## config.mk

```make
export PLATFORM = sky130hd
export DESIGN_NAME = tpc_timer
export DESIGN_NICKNAME = d
export VERILOG_FILES = /design/src/design/tpc_pkg.sv /design/src/design/tpc_timer.sv
export SDC_FILE = /design/constraint.sdc
export NUM_CORES = 1
export LEC_CHECK = 0
export ABC_AREA = 1
export BUFFER_PORTS_ARGS = -buffer_cell sky130_fd_sc_hd__buf_2
export CAP_MARGIN = 10
export CORE_MARGIN = 8
export CORE_UTILIZATION = 25
export DETAILED_ROUTE_END_ITERATION = 10
export GPL_TIMING_DRIVEN = 0
export HOLD_SLACK_MARGIN = 0.12
export PLACE_DENSITY = 0.55
export SYNTH_ARGS = -nofsm -noshare
export SYNTH_HDL_FRONTEND = slang
export SYNTH_SLANG_ARGS = --single-unit
```

## constraint.sdc

```tcl
create_clock -name aclk -period 2 [get_ports aclk]
set_input_delay 0.4 -clock aclk [delete_from_list [all_inputs] [get_ports aclk]]
set_output_delay 0.4 -clock aclk [all_outputs]
set_load 0.01 [all_outputs]
```

## src/design/tpc_pkg.sv

```systemverilog
package tpc_pkg;

   // ----------------------------------------------------------------
   // Bus and register map
   // ----------------------------------------------------------------
   localparam int               ADDR_W      = 8;
   localparam logic [ADDR_W-1:0] OFS_CTRL   = 8'h00;
   localparam logic [ADDR_W-1:0] OFS_CMPA   = 8'h04;
   localparam logic [ADDR_W-1:0] OFS_CMPP   = 8'h08;
   localparam logic [ADDR_W-1:0] OFS_COUNT  = 8'h0C;
   localparam logic [ADDR_W-1:0] OFS_STATUS = 8'h10;
   localparam logic [1:0]       RESP_OKAY   = 2'h0;
   localparam logic [1:0]       RESP_SLVERR = 2'h2;

   // ----------------------------------------------------------------
   // Control word fields
   // ----------------------------------------------------------------
   localparam int               CTRL_W      = 12;
   localparam int               B_RUN       = 0;
   localparam int               B_MODE      = 1;
   localparam int               B_PIO       = 3;
   localparam int               B_OC        = 5;
   localparam int               B_INV       = 6;
   localparam int               B_CCLR      = 7;
   localparam int               B_SWAP      = 8;
   localparam int               B_EXT_FALL  = 9;
   localparam int               B_DIV       = 10;
   localparam logic [CTRL_W-1:0] CTRL_RST   = 12'h000;
   localparam int               ST_A        = 0;
   localparam int               ST_P        = 1;

   // ----------------------------------------------------------------
   // Counter and codes
   // ----------------------------------------------------------------
   localparam int               CNT_W       = 16;
   localparam int               CMPP_W      = 8;
   localparam int               PRE_W       = 6;
   localparam logic [CNT_W-1:0] CNT_ZERO    = 16'h0000;
   localparam logic [CNT_W-1:0] CNT_ONE     = 16'h0001;
   localparam logic [7:0]       LOW_ZERO    = 8'h00;
   localparam logic [CMPP_W-1:0] CMPP_ZERO  = 8'h00;
   localparam logic [PRE_W-1:0] DIV_M1      = 6'h00;
   localparam logic [PRE_W-1:0] DIV_M4      = 6'h03;
   localparam logic [PRE_W-1:0] DIV_M16     = 6'h0F;
   localparam logic [PRE_W-1:0] DIV_M64     = 6'h3F;

   typedef enum logic [1:0] {
      MODE_CMP = 2'h0,
      MODE_CAP = 2'h1,
      MODE_PWM = 2'h2,
      MODE_TMR = 2'h3
   } tpc_mode_t;

   localparam logic [1:0]       PIO_INACT   = 2'h0;
   localparam logic [1:0]       PIO_ACT     = 2'h1;
   localparam logic [1:0]       PIO_PWM     = 2'h2;
   localparam logic [1:0]       PIO_PULSE   = 2'h3;
   localparam logic [1:0]       CAP_RISE    = 2'h0;
   localparam logic [1:0]       CAP_FALL    = 2'h1;
   localparam logic [1:0]       CAP_BOTH    = 2'h2;
   localparam logic [1:0]       CAP_OFF     = 2'h3;

   typedef struct packed {
      logic [PRE_W-1:0]  presc;
      logic [CTRL_W-1:0] ctrl;
      logic              run_d;
      logic [CNT_W-1:0]  cnt;
      logic [CNT_W-1:0]  cmpa;
      logic [CMPP_W-1:0] cmpp;
      logic              flag_a;
      logic              flag_p;
      logic              pin_s1;
      logic              pin_s2;
      logic              pin_prev;
      logic              ext_s1;
      logic              ext_s2;
      logic              ext_prev;
      logic              pin_out;
      logic              pin_oe_n;
      logic              aw_got;
      logic [ADDR_W-1:0] aw_addr;
      logic              w_got;
      logic [31:0]       wdata;
      logic [3:0]        wstrb;
      logic              aw_rdy;
      logic              w_rdy;
      logic              bvalid;
      logic [1:0]        bresp;
      logic              ar_rdy;
      logic              rvalid;
      logic [31:0]       rdata;
      logic [1:0]        rresp;
   } tpc_state_t;

endpackage

```

## src/design/tpc_timer.sv

```systemverilog
// Our own choices: the placing of the registers and register access over AXI4-Lite.
`timescale 1ns/1ps
module tpc_timer
(
   // Clock and reset
   input  wire logic                        aclk,
   input  wire logic                        aresetn,
   // Write address and data
   input  wire logic [tpc_pkg::ADDR_W-1:0]  s_axi_awaddr,
   input  wire logic [2:0]                  s_axi_awprot,
   input  wire logic                        s_axi_awvalid,
   output logic                             s_axi_awready,
   input  wire logic [31:0]                 s_axi_wdata,
   input  wire logic [3:0]                  s_axi_wstrb,
   input  wire logic                        s_axi_wvalid,
   output logic                             s_axi_wready,
   // Write response
   output logic [1:0]                       s_axi_bresp,
   output logic                             s_axi_bvalid,
   input  wire logic                        s_axi_bready,
   // Read
   input  wire logic [tpc_pkg::ADDR_W-1:0]  s_axi_araddr,
   input  wire logic [2:0]                  s_axi_arprot,
   input  wire logic                        s_axi_arvalid,
   output logic                             s_axi_arready,
   output logic [31:0]                      s_axi_rdata,
   output logic [1:0]                       s_axi_rresp,
   output logic                             s_axi_rvalid,
   input  wire logic                        s_axi_rready,
   // Timer pins
   input  wire logic                        ext_clock_pin,
   input  wire logic                        timer_io_pin_in,
   output logic                             timer_io_pin_out,
   output logic                             timer_io_pin_oe_n
);
   import tpc_pkg::*;

   // ----------------------------------------------------------------
   // State and decoded fields
   // ----------------------------------------------------------------
   tpc_state_t       s;
   tpc_state_t       next_s;
   logic [31:0]      strb_mask;
   tpc_mode_t        mode;
   logic [1:0]       pio;
   logic             run_rise;
   logic             tick;
   logic [CNT_W-1:0] inc;
   logic [CNT_W-1:0] cmpp_full;
   logic             a_hit;
   logic             p_hit;
   logic             is_pwm;
   logic             is_pulse;
   logic             is_cap;
   logic             cap_edge;
   logic             ext_edge;
   logic             duty_full;
   logic             pwm_active;
   logic             act_lvl;
   logic             do_wr;

   genvar gi;
   generate
      for (gi = 0; gi < 4; gi++)
      begin : g_strb
         assign strb_mask[8*gi +: 8] = {8{s.wstrb[gi]}};
      end
   endgenerate

   assign mode      = tpc_mode_t'(s.ctrl[B_MODE +: 2]);
   assign pio       = s.ctrl[B_PIO +: 2];
   assign run_rise  = s.ctrl[B_RUN] && !s.run_d;
   assign inc       = s.cnt + CNT_ONE;
   assign cmpp_full = {s.cmpp, LOW_ZERO};
   assign a_hit     = (inc == s.cmpa);
   assign p_hit     = (inc == cmpp_full);
   assign is_pwm    = (mode == MODE_PWM) && (pio != PIO_PULSE);
   assign is_pulse  = (mode == MODE_PWM) && (pio == PIO_PULSE);
   assign is_cap    = (mode == MODE_CAP);
   assign act_lvl   = s.ctrl[B_OC] ^ s.ctrl[B_INV];
   assign do_wr     = s.aw_got && s.w_got && !s.bvalid;
   assign ext_edge  = s.ctrl[B_EXT_FALL] ? (s.ext_prev && !s.ext_s2)
                                         : (!s.ext_prev && s.ext_s2);

   // ----------------------------------------------------------------
   // Tick prescaler select
   // ----------------------------------------------------------------
   always_comb
   begin
      unique case (s.ctrl[B_DIV +: 2])
         2'h0: tick = ((s.presc & DIV_M1) == DIV_M1);
         2'h1: tick = ((s.presc & DIV_M4) == DIV_M4);
         2'h2: tick = ((s.presc & DIV_M16) == DIV_M16);
         2'h3: tick = ((s.presc & DIV_M64) == DIV_M64);
      endcase
   end

   // ----------------------------------------------------------------
   // Capture edge select and PWM duty
   // ----------------------------------------------------------------
   always_comb
   begin
      unique case (pio)
         CAP_RISE: cap_edge = !s.pin_prev && s.pin_s2;
         CAP_FALL: cap_edge = s.pin_prev && !s.pin_s2;
         CAP_BOTH: cap_edge = s.pin_prev != s.pin_s2;
         CAP_OFF:  cap_edge = 1'b0;
      endcase
      if (s.ctrl[B_SWAP])
      begin
         duty_full  = (s.cmpp == CMPP_ZERO) ||
                      ((s.cmpa != CNT_ZERO) && (cmpp_full >= s.cmpa));
         pwm_active = duty_full || (s.cnt < cmpp_full);
      end
      else
      begin
         duty_full  = (s.cmpp != CMPP_ZERO) && (s.cmpa >= cmpp_full);
         pwm_active = duty_full || (s.cnt < s.cmpa);
      end
   end

   // ----------------------------------------------------------------
   // Next state
   // ----------------------------------------------------------------
   always_comb
   begin
      logic clr;
      logic set_a;
      logic set_p;
      logic [31:0] merged;
      logic [31:0] old_word;
      clr      = 1'b0;
      set_a    = 1'b0;
      set_p    = 1'b0;
      merged   = '0;
      old_word = '0;
      next_s   = s;

      next_s.presc    = s.presc + {{(PRE_W-1){1'b0}}, 1'b1};
      next_s.pin_s1   = timer_io_pin_in;
      next_s.pin_s2   = s.pin_s1;
      next_s.pin_prev = s.pin_s2;
      next_s.ext_s1   = ext_clock_pin;
      next_s.ext_s2   = s.ext_s1;
      next_s.ext_prev = s.ext_s2;
      next_s.run_d    = s.ctrl[B_RUN];

      // Write channel
      if (s_axi_awvalid && s.aw_rdy)
      begin
         next_s.aw_got  = 1'b1;
         next_s.aw_addr = s_axi_awaddr;
      end
      if (s_axi_wvalid && s.w_rdy)
      begin
         next_s.w_got = 1'b1;
         next_s.wdata = s_axi_wdata;
         next_s.wstrb = s_axi_wstrb;
      end
      if (s.bvalid && s_axi_bready)
         next_s.bvalid = 1'b0;

      unique case (s.aw_addr)
         OFS_CTRL:   old_word = {{(32-CTRL_W){1'b0}}, s.ctrl};
         OFS_CMPA:   old_word = {{(32-CNT_W){1'b0}}, s.cmpa};
         OFS_CMPP:   old_word = {{(32-CMPP_W){1'b0}}, s.cmpp};
         default:    old_word = '0;
      endcase
      merged = (old_word & ~strb_mask) | (s.wdata & strb_mask);

      if (do_wr)
      begin
         next_s.aw_got = 1'b0;
         next_s.w_got  = 1'b0;
         next_s.bvalid = 1'b1;
         next_s.bresp  = RESP_OKAY;
         unique case (s.aw_addr)
            OFS_CTRL:   next_s.ctrl = merged[CTRL_W-1:0];
            OFS_CMPA:   next_s.cmpa = merged[CNT_W-1:0];
            OFS_CMPP:   next_s.cmpp = merged[CMPP_W-1:0];
            OFS_COUNT:  ;
            OFS_STATUS: ;
            default:    next_s.bresp = RESP_SLVERR;
         endcase
      end

      // Timer core
      if (run_rise)
         next_s.cnt = CNT_ZERO;
      else if (s.ctrl[B_RUN] && tick)
      begin
         if (is_pulse)
         begin
            if (a_hit)
            begin
               next_s.ctrl[B_RUN] = 1'b0;
               set_a = 1'b1;
            end
         end
         else if (is_pwm)
         begin
            clr   = s.ctrl[B_SWAP] ? a_hit : p_hit;
            set_a = a_hit;
            set_p = p_hit;
         end
         else if (is_cap)
         begin
            clr   = p_hit;
            set_p = p_hit;
         end
         else
         begin
            clr   = s.ctrl[B_CCLR] ? a_hit : p_hit;
            set_a = a_hit;
            set_p = p_hit && !s.ctrl[B_CCLR];
         end
         next_s.cnt = clr ? CNT_ZERO : inc;
      end

      if (is_pulse && ext_edge)
         next_s.ctrl[B_RUN] = 1'b1;

      if (is_cap && cap_edge)
      begin
         next_s.cmpa = s.cnt;
         set_a = 1'b1;
      end

      // Sticky flags, write one to clear, set wins
      next_s.flag_a = (s.flag_a && !(do_wr && s.aw_addr == OFS_STATUS &&
                       s.wstrb[0] && s.wdata[ST_A])) || set_a;
      next_s.flag_p = (s.flag_p && !(do_wr && s.aw_addr == OFS_STATUS &&
                       s.wstrb[0] && s.wdata[ST_P])) || set_p;

      // Pin drive
      next_s.pin_oe_n = 1'b1;
      next_s.pin_out  = 1'b0;
      if (mode == MODE_PWM)
      begin
         next_s.pin_oe_n = 1'b0;
         unique case (pio)
            PIO_INACT: next_s.pin_out = !act_lvl;
            PIO_ACT:   next_s.pin_out = act_lvl;
            PIO_PWM:   next_s.pin_out = (pwm_active && !run_rise) ?
                                        act_lvl : !act_lvl;
            PIO_PULSE: next_s.pin_out = s.ctrl[B_RUN] ?
                                        act_lvl : !act_lvl;
         endcase
      end

      // Read channel
      if (s.rvalid && s_axi_rready)
         next_s.rvalid = 1'b0;
      if (s_axi_arvalid && s.ar_rdy)
      begin
         next_s.rvalid = 1'b1;
         next_s.rresp  = RESP_OKAY;
         unique case (s_axi_araddr)
            OFS_CTRL:   next_s.rdata = {{(32-CTRL_W){1'b0}}, s.ctrl};
            OFS_CMPA:   next_s.rdata = {{(32-CNT_W){1'b0}}, s.cmpa};
            OFS_CMPP:   next_s.rdata = {{(32-CMPP_W){1'b0}}, s.cmpp};
            OFS_COUNT:  next_s.rdata = {{(32-CNT_W){1'b0}}, s.cnt};
            OFS_STATUS: next_s.rdata = {30'h00000000, s.flag_p, s.flag_a};
            default:
            begin
               next_s.rdata = '0;
               next_s.rresp = RESP_SLVERR;
            end
         endcase
      end

      next_s.aw_rdy = !next_s.aw_got && !next_s.bvalid;
      next_s.w_rdy  = !next_s.w_got && !next_s.bvalid;
      next_s.ar_rdy = !next_s.rvalid;
   end

   always_ff @(posedge aclk)
   begin
      if (!aresetn)
      begin
         s          <= '0;
         s.ctrl     <= CTRL_RST;
         s.pin_oe_n <= 1'b1;
      end
      else
         s <= next_s;
   end

   // ----------------------------------------------------------------
   // Outputs
   // ----------------------------------------------------------------
   assign s_axi_awready     = s.aw_rdy;
   assign s_axi_wready      = s.w_rdy;
   assign s_axi_bvalid      = s.bvalid;
   assign s_axi_bresp       = s.bresp;
   assign s_axi_arready     = s.ar_rdy;
   assign s_axi_rvalid      = s.rvalid;
   assign s_axi_rdata       = s.rdata;
   assign s_axi_rresp       = s.rresp;
   assign timer_io_pin_out  = s.pin_out;
   assign timer_io_pin_oe_n = s.pin_oe_n;
endmodule

```

==> After elaboration in Yosys (flattened, before gate mapping) <==
Cells that the tools add are included.
{ "word_totals": {"ff_bits": 156, "elab_cells": 181} }
{ "classes": {"reduce_logical": 65, "addsub": 2, "bitwise": 6, "order_cmp": 4, "n_eq_ne": 23, "mux": 51} }
{ "ops": {"columns": ["cell", "n"], "rows": [
  ["16-bit one-hot mux with 5 select lines", 1],
  ["16-bit 2-to-1 mux", 3],
  ["16-bit one-hot mux with 3 select lines", 1],
  ["37-bit 2-to-1 mux", 1],
  ["1-bit 2-to-1 mux", 35],
  ["35-bit 2-to-1 mux", 1],
  ["16-bit AND", 2],
  ["16-bit equality test", 2],
  ["8-bit by 4-bit equality test with 1-bit output (second input constant)", 4],
  ["16-bit >= comparator", 2],
  ["16-bit < comparator", 2],
  ["1-bit logical AND", 29],
  ["8-bit logical NOT", 3],
  ["24-bit 2-to-1 mux", 1],
  ["16-bit by 1-bit adder with 16-bit output (second input constant)", 1],
  ["8-bit by 3-bit equality test with 1-bit output (second input constant)", 2],
  ["8-bit by 5-bit equality test with 1-bit output (second input constant)", 2],
  ["16-bit NOT", 1],
  ["16-bit OR", 1],
  ["16-bit nonzero test", 1],
  ["1-bit logical NOT", 15],
  ["2-bit equality test (second input constant)", 6],
  ["1-bit one-hot mux with 4 select lines", 3],
  ["5-bit OR reduction", 2],
  ["18 further kinds", 30]
]} }

==> Depth between registers and ports, before layout <==
{ "logic_depth": {"word_depth": 11, "depth_mapped": 17, "mapped_depth_nobuf": 16} }

==> Worst setup path after synthesis <==
No wires, ideal clock.
{ "synth_timing": {"path_kind": "reg2reg", "start": "reg s[121] (netlist bit)", "end": "reg s[127] (netlist bit)", "path_slack_ns": -0.098, "period_less_slack_ns": 2.098, "setup_ns": 0.132, "t_required_ns": 1.868, "path_stages_with_launch": 16, "arrival_ns": 1.966, "n_path_buf": 1, "path_cell_list": "dfxtp_1 ha_1 nand3_2 nor2_2 nand2_1 nand2_1 nand2_1 nand2_1 nand2_1 nor2_1 nand4_1 o21ai_2 nand3_4 buf_6 nand2_1 a21oi_1"} }
{ "synth_between": {"elab_chain_len": 9, "elab_cells_between_ends": 11, "cone_classes": "add/sub (1); eq/ne (2); mux (8)"} }
{ "synth_lines": {"columns": ["item", "line_no", "text"], "rows": [
  ["start: declaration", "tpc_timer.sv:41", "tpc_state_t s;"],
  ["start signal: assignment", "tpc_timer.sv:286", "s <= next_s;"],
  ["16-bit by 1-bit adder with 16-bit output (*)", "tpc_timer.sv:73", "assign inc = s.cnt + CNT_ONE;"],
  ["16-bit equality test, on equally long branches", "tpc_timer.sv:76, tpc_timer.sv:75", null],
  ["1-bit 2-to-1 mux", "tpc_timer.sv:213", "clr = s.ctrl[B_CCLR] ? a_hit : p_hit;"],
  ["1-bit 2-to-1 mux", "tpc_timer.sv:206", "else if (is_cap)"],
  ["1-bit 2-to-1 mux", "tpc_timer.sv:200", "else if (is_pwm)"],
  ["1-bit 2-to-1 mux", "tpc_timer.sv:192", "if (is_pulse)"],
  ["1-bit 2-to-1 mux", "tpc_timer.sv:190", "else if (s.ctrl[B_RUN] && tick)"],
  ["1-bit 2-to-1 mux", "tpc_timer.sv:188", "if (run_rise)"],
  ["16-bit 2-to-1 mux (*)", "tpc_timer.sv:217", "next_s.cnt = clr ? CNT_ZERO : inc;"]
]} }
Mark *: on every way between the ends. The rest lies on a longest branch, timed or not. The select of a mux whose other input is x is not followed.
A chain may end at the register's enable or synchronous reset.

==> Worst setup path after layout <==
{ "layout_timing": {"start": "reg s[128] (netlist bit)", "end": "reg s[122] (netlist bit)"} }
{ "layout_between": {"elab_chain_len": 9, "elab_cells_between_ends": 11, "cone_classes": "add/sub (1); eq/ne (2); mux (8)"} }
{ "layout_lines": {"columns": ["item", "line_no"], "rows": [
  ["16-bit by 1-bit adder with 16-bit output (*)", "tpc_timer.sv:73"],
  ["16-bit equality test, on equally long branches", "tpc_timer.sv:76, tpc_timer.sv:75"],
  ["1-bit 2-to-1 mux", "tpc_timer.sv:213"],
  ["1-bit 2-to-1 mux", "tpc_timer.sv:206"],
  ["1-bit 2-to-1 mux (*)", "tpc_timer.sv:200"],
  ["1-bit 2-to-1 mux (*)", "tpc_timer.sv:192"],
  ["1-bit 2-to-1 mux (*)", "tpc_timer.sv:190"],
  ["1-bit 2-to-1 mux (*)", "tpc_timer.sv:188"],
  ["16-bit 2-to-1 mux (*)", "tpc_timer.sv:217"]
]} }
Marked as above.

==> impl_metrics.tcl <==
set metrics [dict create \
    worstPathMaxFanout 7 \
    antenna_found_initial 0 \
    ant_nets 0 \
    startpoint_type "flop" \
    total_power_w 0.005914 \
    drv_cap 0 \
    drc 0 \
    yosysUniqueCellTypes 36 \
    drt_iter0_drc 525 \
    cts.htree.levels 4 \
    cts.clk_slew.worst_paths_ns 0.06 \
    finalSetupTns_ns -3.013 \
    vias_per_cell 4.718 \
    num_vias 7592 \
    die-area_mm2 0.03408 \
    worst_pin_slew_ns 0.7401 \
    core-area_mm2 0.02786 \
    die_y_um 184.6 \
    grt_overflow_total 0 \
    num-nets-final 1320 \
    drv_slew 0 \
    m1WireLength_um 11360 \
    avgSynthCellArea_um2 6.600 \
    p_leak_nw 3.967 \
    syn-cell-area_mm2 0.007108 \
    synthCells 1077 \
    power_density_mw_per_mm2 632.5 \
    area_growth_pct 31.54 \
    start_util_pct 25.52 \
    drive_gt1_share_pct 26.32 \
    gp_congestion 0.9282 \
    fp-row-count 61 \
    clk_latency_ns 0.42 \
    skew_ns 0.01047 \
    first_global_vias 7415 \
    grt.total_usage_pct 15.38 \
    cts.path.max_buffers 2 \
    ys_ff_latch 120 \
    period_minus_slack_ns 2.204 \
    ys_seq_area_share_pct 33.80 \
    root_buffer "clkbuf_16" \
    cp_cell_sequence "nand2_1 > nor2_4 > nand4_1 > nand2_2 > nor2_2 > nor2_2 > nand3_2 > o21ai_2 > nand3_4 > buf_12 > nand2_1 > a21oi_1" \
    diodes 0 \
    dp_hpwl_um 20580 \
    finalHoldViolCount 0 \
    top_layer "met4" \
    synth_edf_count 0 \
    fin_area_mm2 0.009350 \
    violations "setup timing" \
    io_pins 110 \
    yosysWarningCount 0 \
    crit_type "flop to flop" \
    cp.required_ns 2.26 \
    ys.flop_type "dfxtp_1" \
    drt-total-wl_um 26140 \
    slowest_delay_ns 0.41 \
    crit_arrival_ns 2.47 \
    met3WireLength_um 1641 \
    grt_max_degree 17 \
    cpMaxStageDelayCell "dfxtp_2" \
    setup_viol 19 \
    status "finished, violations left" \
    crit_family "simple AND/OR/NAND/NOR gates" \
    fillerInstances 3030 \
    rsz0062_at_grt "yes" \
    async_reset_ff_share_pct 0 \
    setup_ws_ns -0.2045 \
    worst_ir_drop_vdd_v 0.0004860 \
    r2r_slack_ns -0.20 \
    path_buf_inv 1 \
    ctsHoldBuffers 0 \
    clock-sinks 120 \
    first_pass_iters 5 \
    slew_headroom_pct 50.33 \
    fin_crit_sh_pct 110.2 \
    place_area_mm2 0.007985 \
    met2_length_um 12320 \
    fmax_mhz 453.6 \
    wire_per_inst_um 16.25 \
    cts_tree "built" \
    numPortBuffers 66 \
    grt_pass1_wl_um 40570 \
    die_w_um 184.6 \
    hold_class "input port to flop" \
    cts_buffers 17 \
    cp-end-kind "flop" \
]
[Yosys cell counts, types with 2 or more instances]
cell type / count / area share, %
nand2_1: 220 / 12
inv_1: 133 / 7.0
nor2_1: 125 / 6.6
dfxtp_1: 120 / 34
a21oi_1: 114 / 8.0
o21ai_0: 92 / 6.5
nand3_1: 47 / 3.3
o22ai_1: 43 / 3.8
buf_4: 37 / 3.9
ha_1: 35 / 6.2
clkbuf_1: 31 / 1.6
nand4_1: 18 / 1.6
nor3_1: 11 / 0.77
nor2_2: 6 / 0.53
nor4_1: 6 / 0.53
xor2_1: 4 / 0.49
buf_2: 3 / 0.21
nand3b_1: 3 / 0.32
o211ai_1: 3 / 0.32
o21ai_1: 3 / 0.21
a211oi_1: 2 / 0.21
clkinv_1: 2 / 0.11
nand2_2: 2 / 0.18
nand3_2: 2 / 0.28
o21a_1: 2 / 0.21
o21ai_2: 2 / 0.25
o31ai_1: 2 / 0.21
[sequential cells by signal (all words and copies together), names as in the netlist, 2 cells and up]
name / count
cmpp_full: 8
mode: 2
next_s: 5
pio: 2
s: 78
s_axi_rdata: 16
[per-stage QoR]
step | setup slack (ns) | hold WS, ns | cells | utilization [%]
final | -0.2045 | 0.1617 | 1609 | 33.56
after global routing | -0.3362 | 0.1677 | 1609 | 33.56
after CTS | -0.1828 | 0.1464 | 1595 | 32.14
after detailed placement | -0.6630 | 0.3991 | 1538 | 28.66
after global placement | -0.6426 | 0.3980 | 1538 | 28.66
after floorplan | 0.007043 | 0.3905 | 1094 | -
[layout make-up]
type	count	area (µm²)	share of cell area (%)
Clock buffer	19	442.9	4.737
Tap cell	378	473.0	5.058
Timing Repair Buffer	105	643.1	6.878
Buffer	72	449.2	4.804
Sequential cell	120	2469	26.40
Clock inverter	13	122.6	1.311
Multi-Input combinational cell	766	4224	45.18
Inverter	136	526.8	5.634
[power by group]
group          internal, W  switching (W)  leakage [nW]
clock network      0.00175        0.00119         0.278
logic             0.000181       0.000303          2.70
registers          0.00244      0.0000411         0.994
total              0.00438        0.00154          3.97
[path summary, 6_finish.rpt]
path / from / end / cells after the start
setup / recovery: s[128]$_SDFFE_PP0P_ / s[122]$_SDFFE_PP0P_ / 12
hold / removal: timer_io_pin_in / next_s[93]$_SDFF_PN0_ / 3
setup reg to reg: s[128]$_SDFFE_PP0P_ / s[122]$_SDFFE_PP0P_ / 12
hold reg to reg: next_s[93]$_SDFF_PN0_ / next_s[92]$_SDFF_PN0_ / 2
[metal layers]
metal / GRT usage (%) / up-vias
li1: - / 3814
met1: 18.79 / 3477
met2: 25.77 / 255
met3: 3.367 / 46
met4: 6.530 / 0
met5: 0 / -
[logic make-up (layout without fill, tap and decap cells)]
logic type / count (synthesis) / after routing / share of synthesized area (%)
AO/OA/AOI/OAI: 265 / 265 / 19.91
other: 1 / 18 / 0.05276
XOR/XNOR: 6 / 6 / 0.9329
flip-flops: 120 / 120 / 33.80
AND/OR/NAND/NOR: 442 / 442 / 26.05
buffers and inverters: 208 / 345 / 13.10
adder cells (fa/ha/maj): 35 / 35 / 6.161
[tightest hold or removal path, cell delays in order]
cell and delay (ns):
buf_2 0.08, nand2_1 0.04, inv_1 0.04
[cell usage in the layout, fill, tap and decap left out, types with 31 or more instances in the layout]
master and instances:
dfxtp_1 89, nor2_1 108, nand2_1 203, inv_1 107, a21oi_1 103, ha_1 31
o22ai_1 40, nand3_1 43, buf_4 73, buf_2 68, o21ai_0 75
[repair_timing]
action                     CTS  global route
setup endpoints to repair   55            60
pin swaps                   21            31
setup buffers               24            14
gates resized for setup     80           119
gates cloned                 1             0
Power figures use the tool's default switching activity.
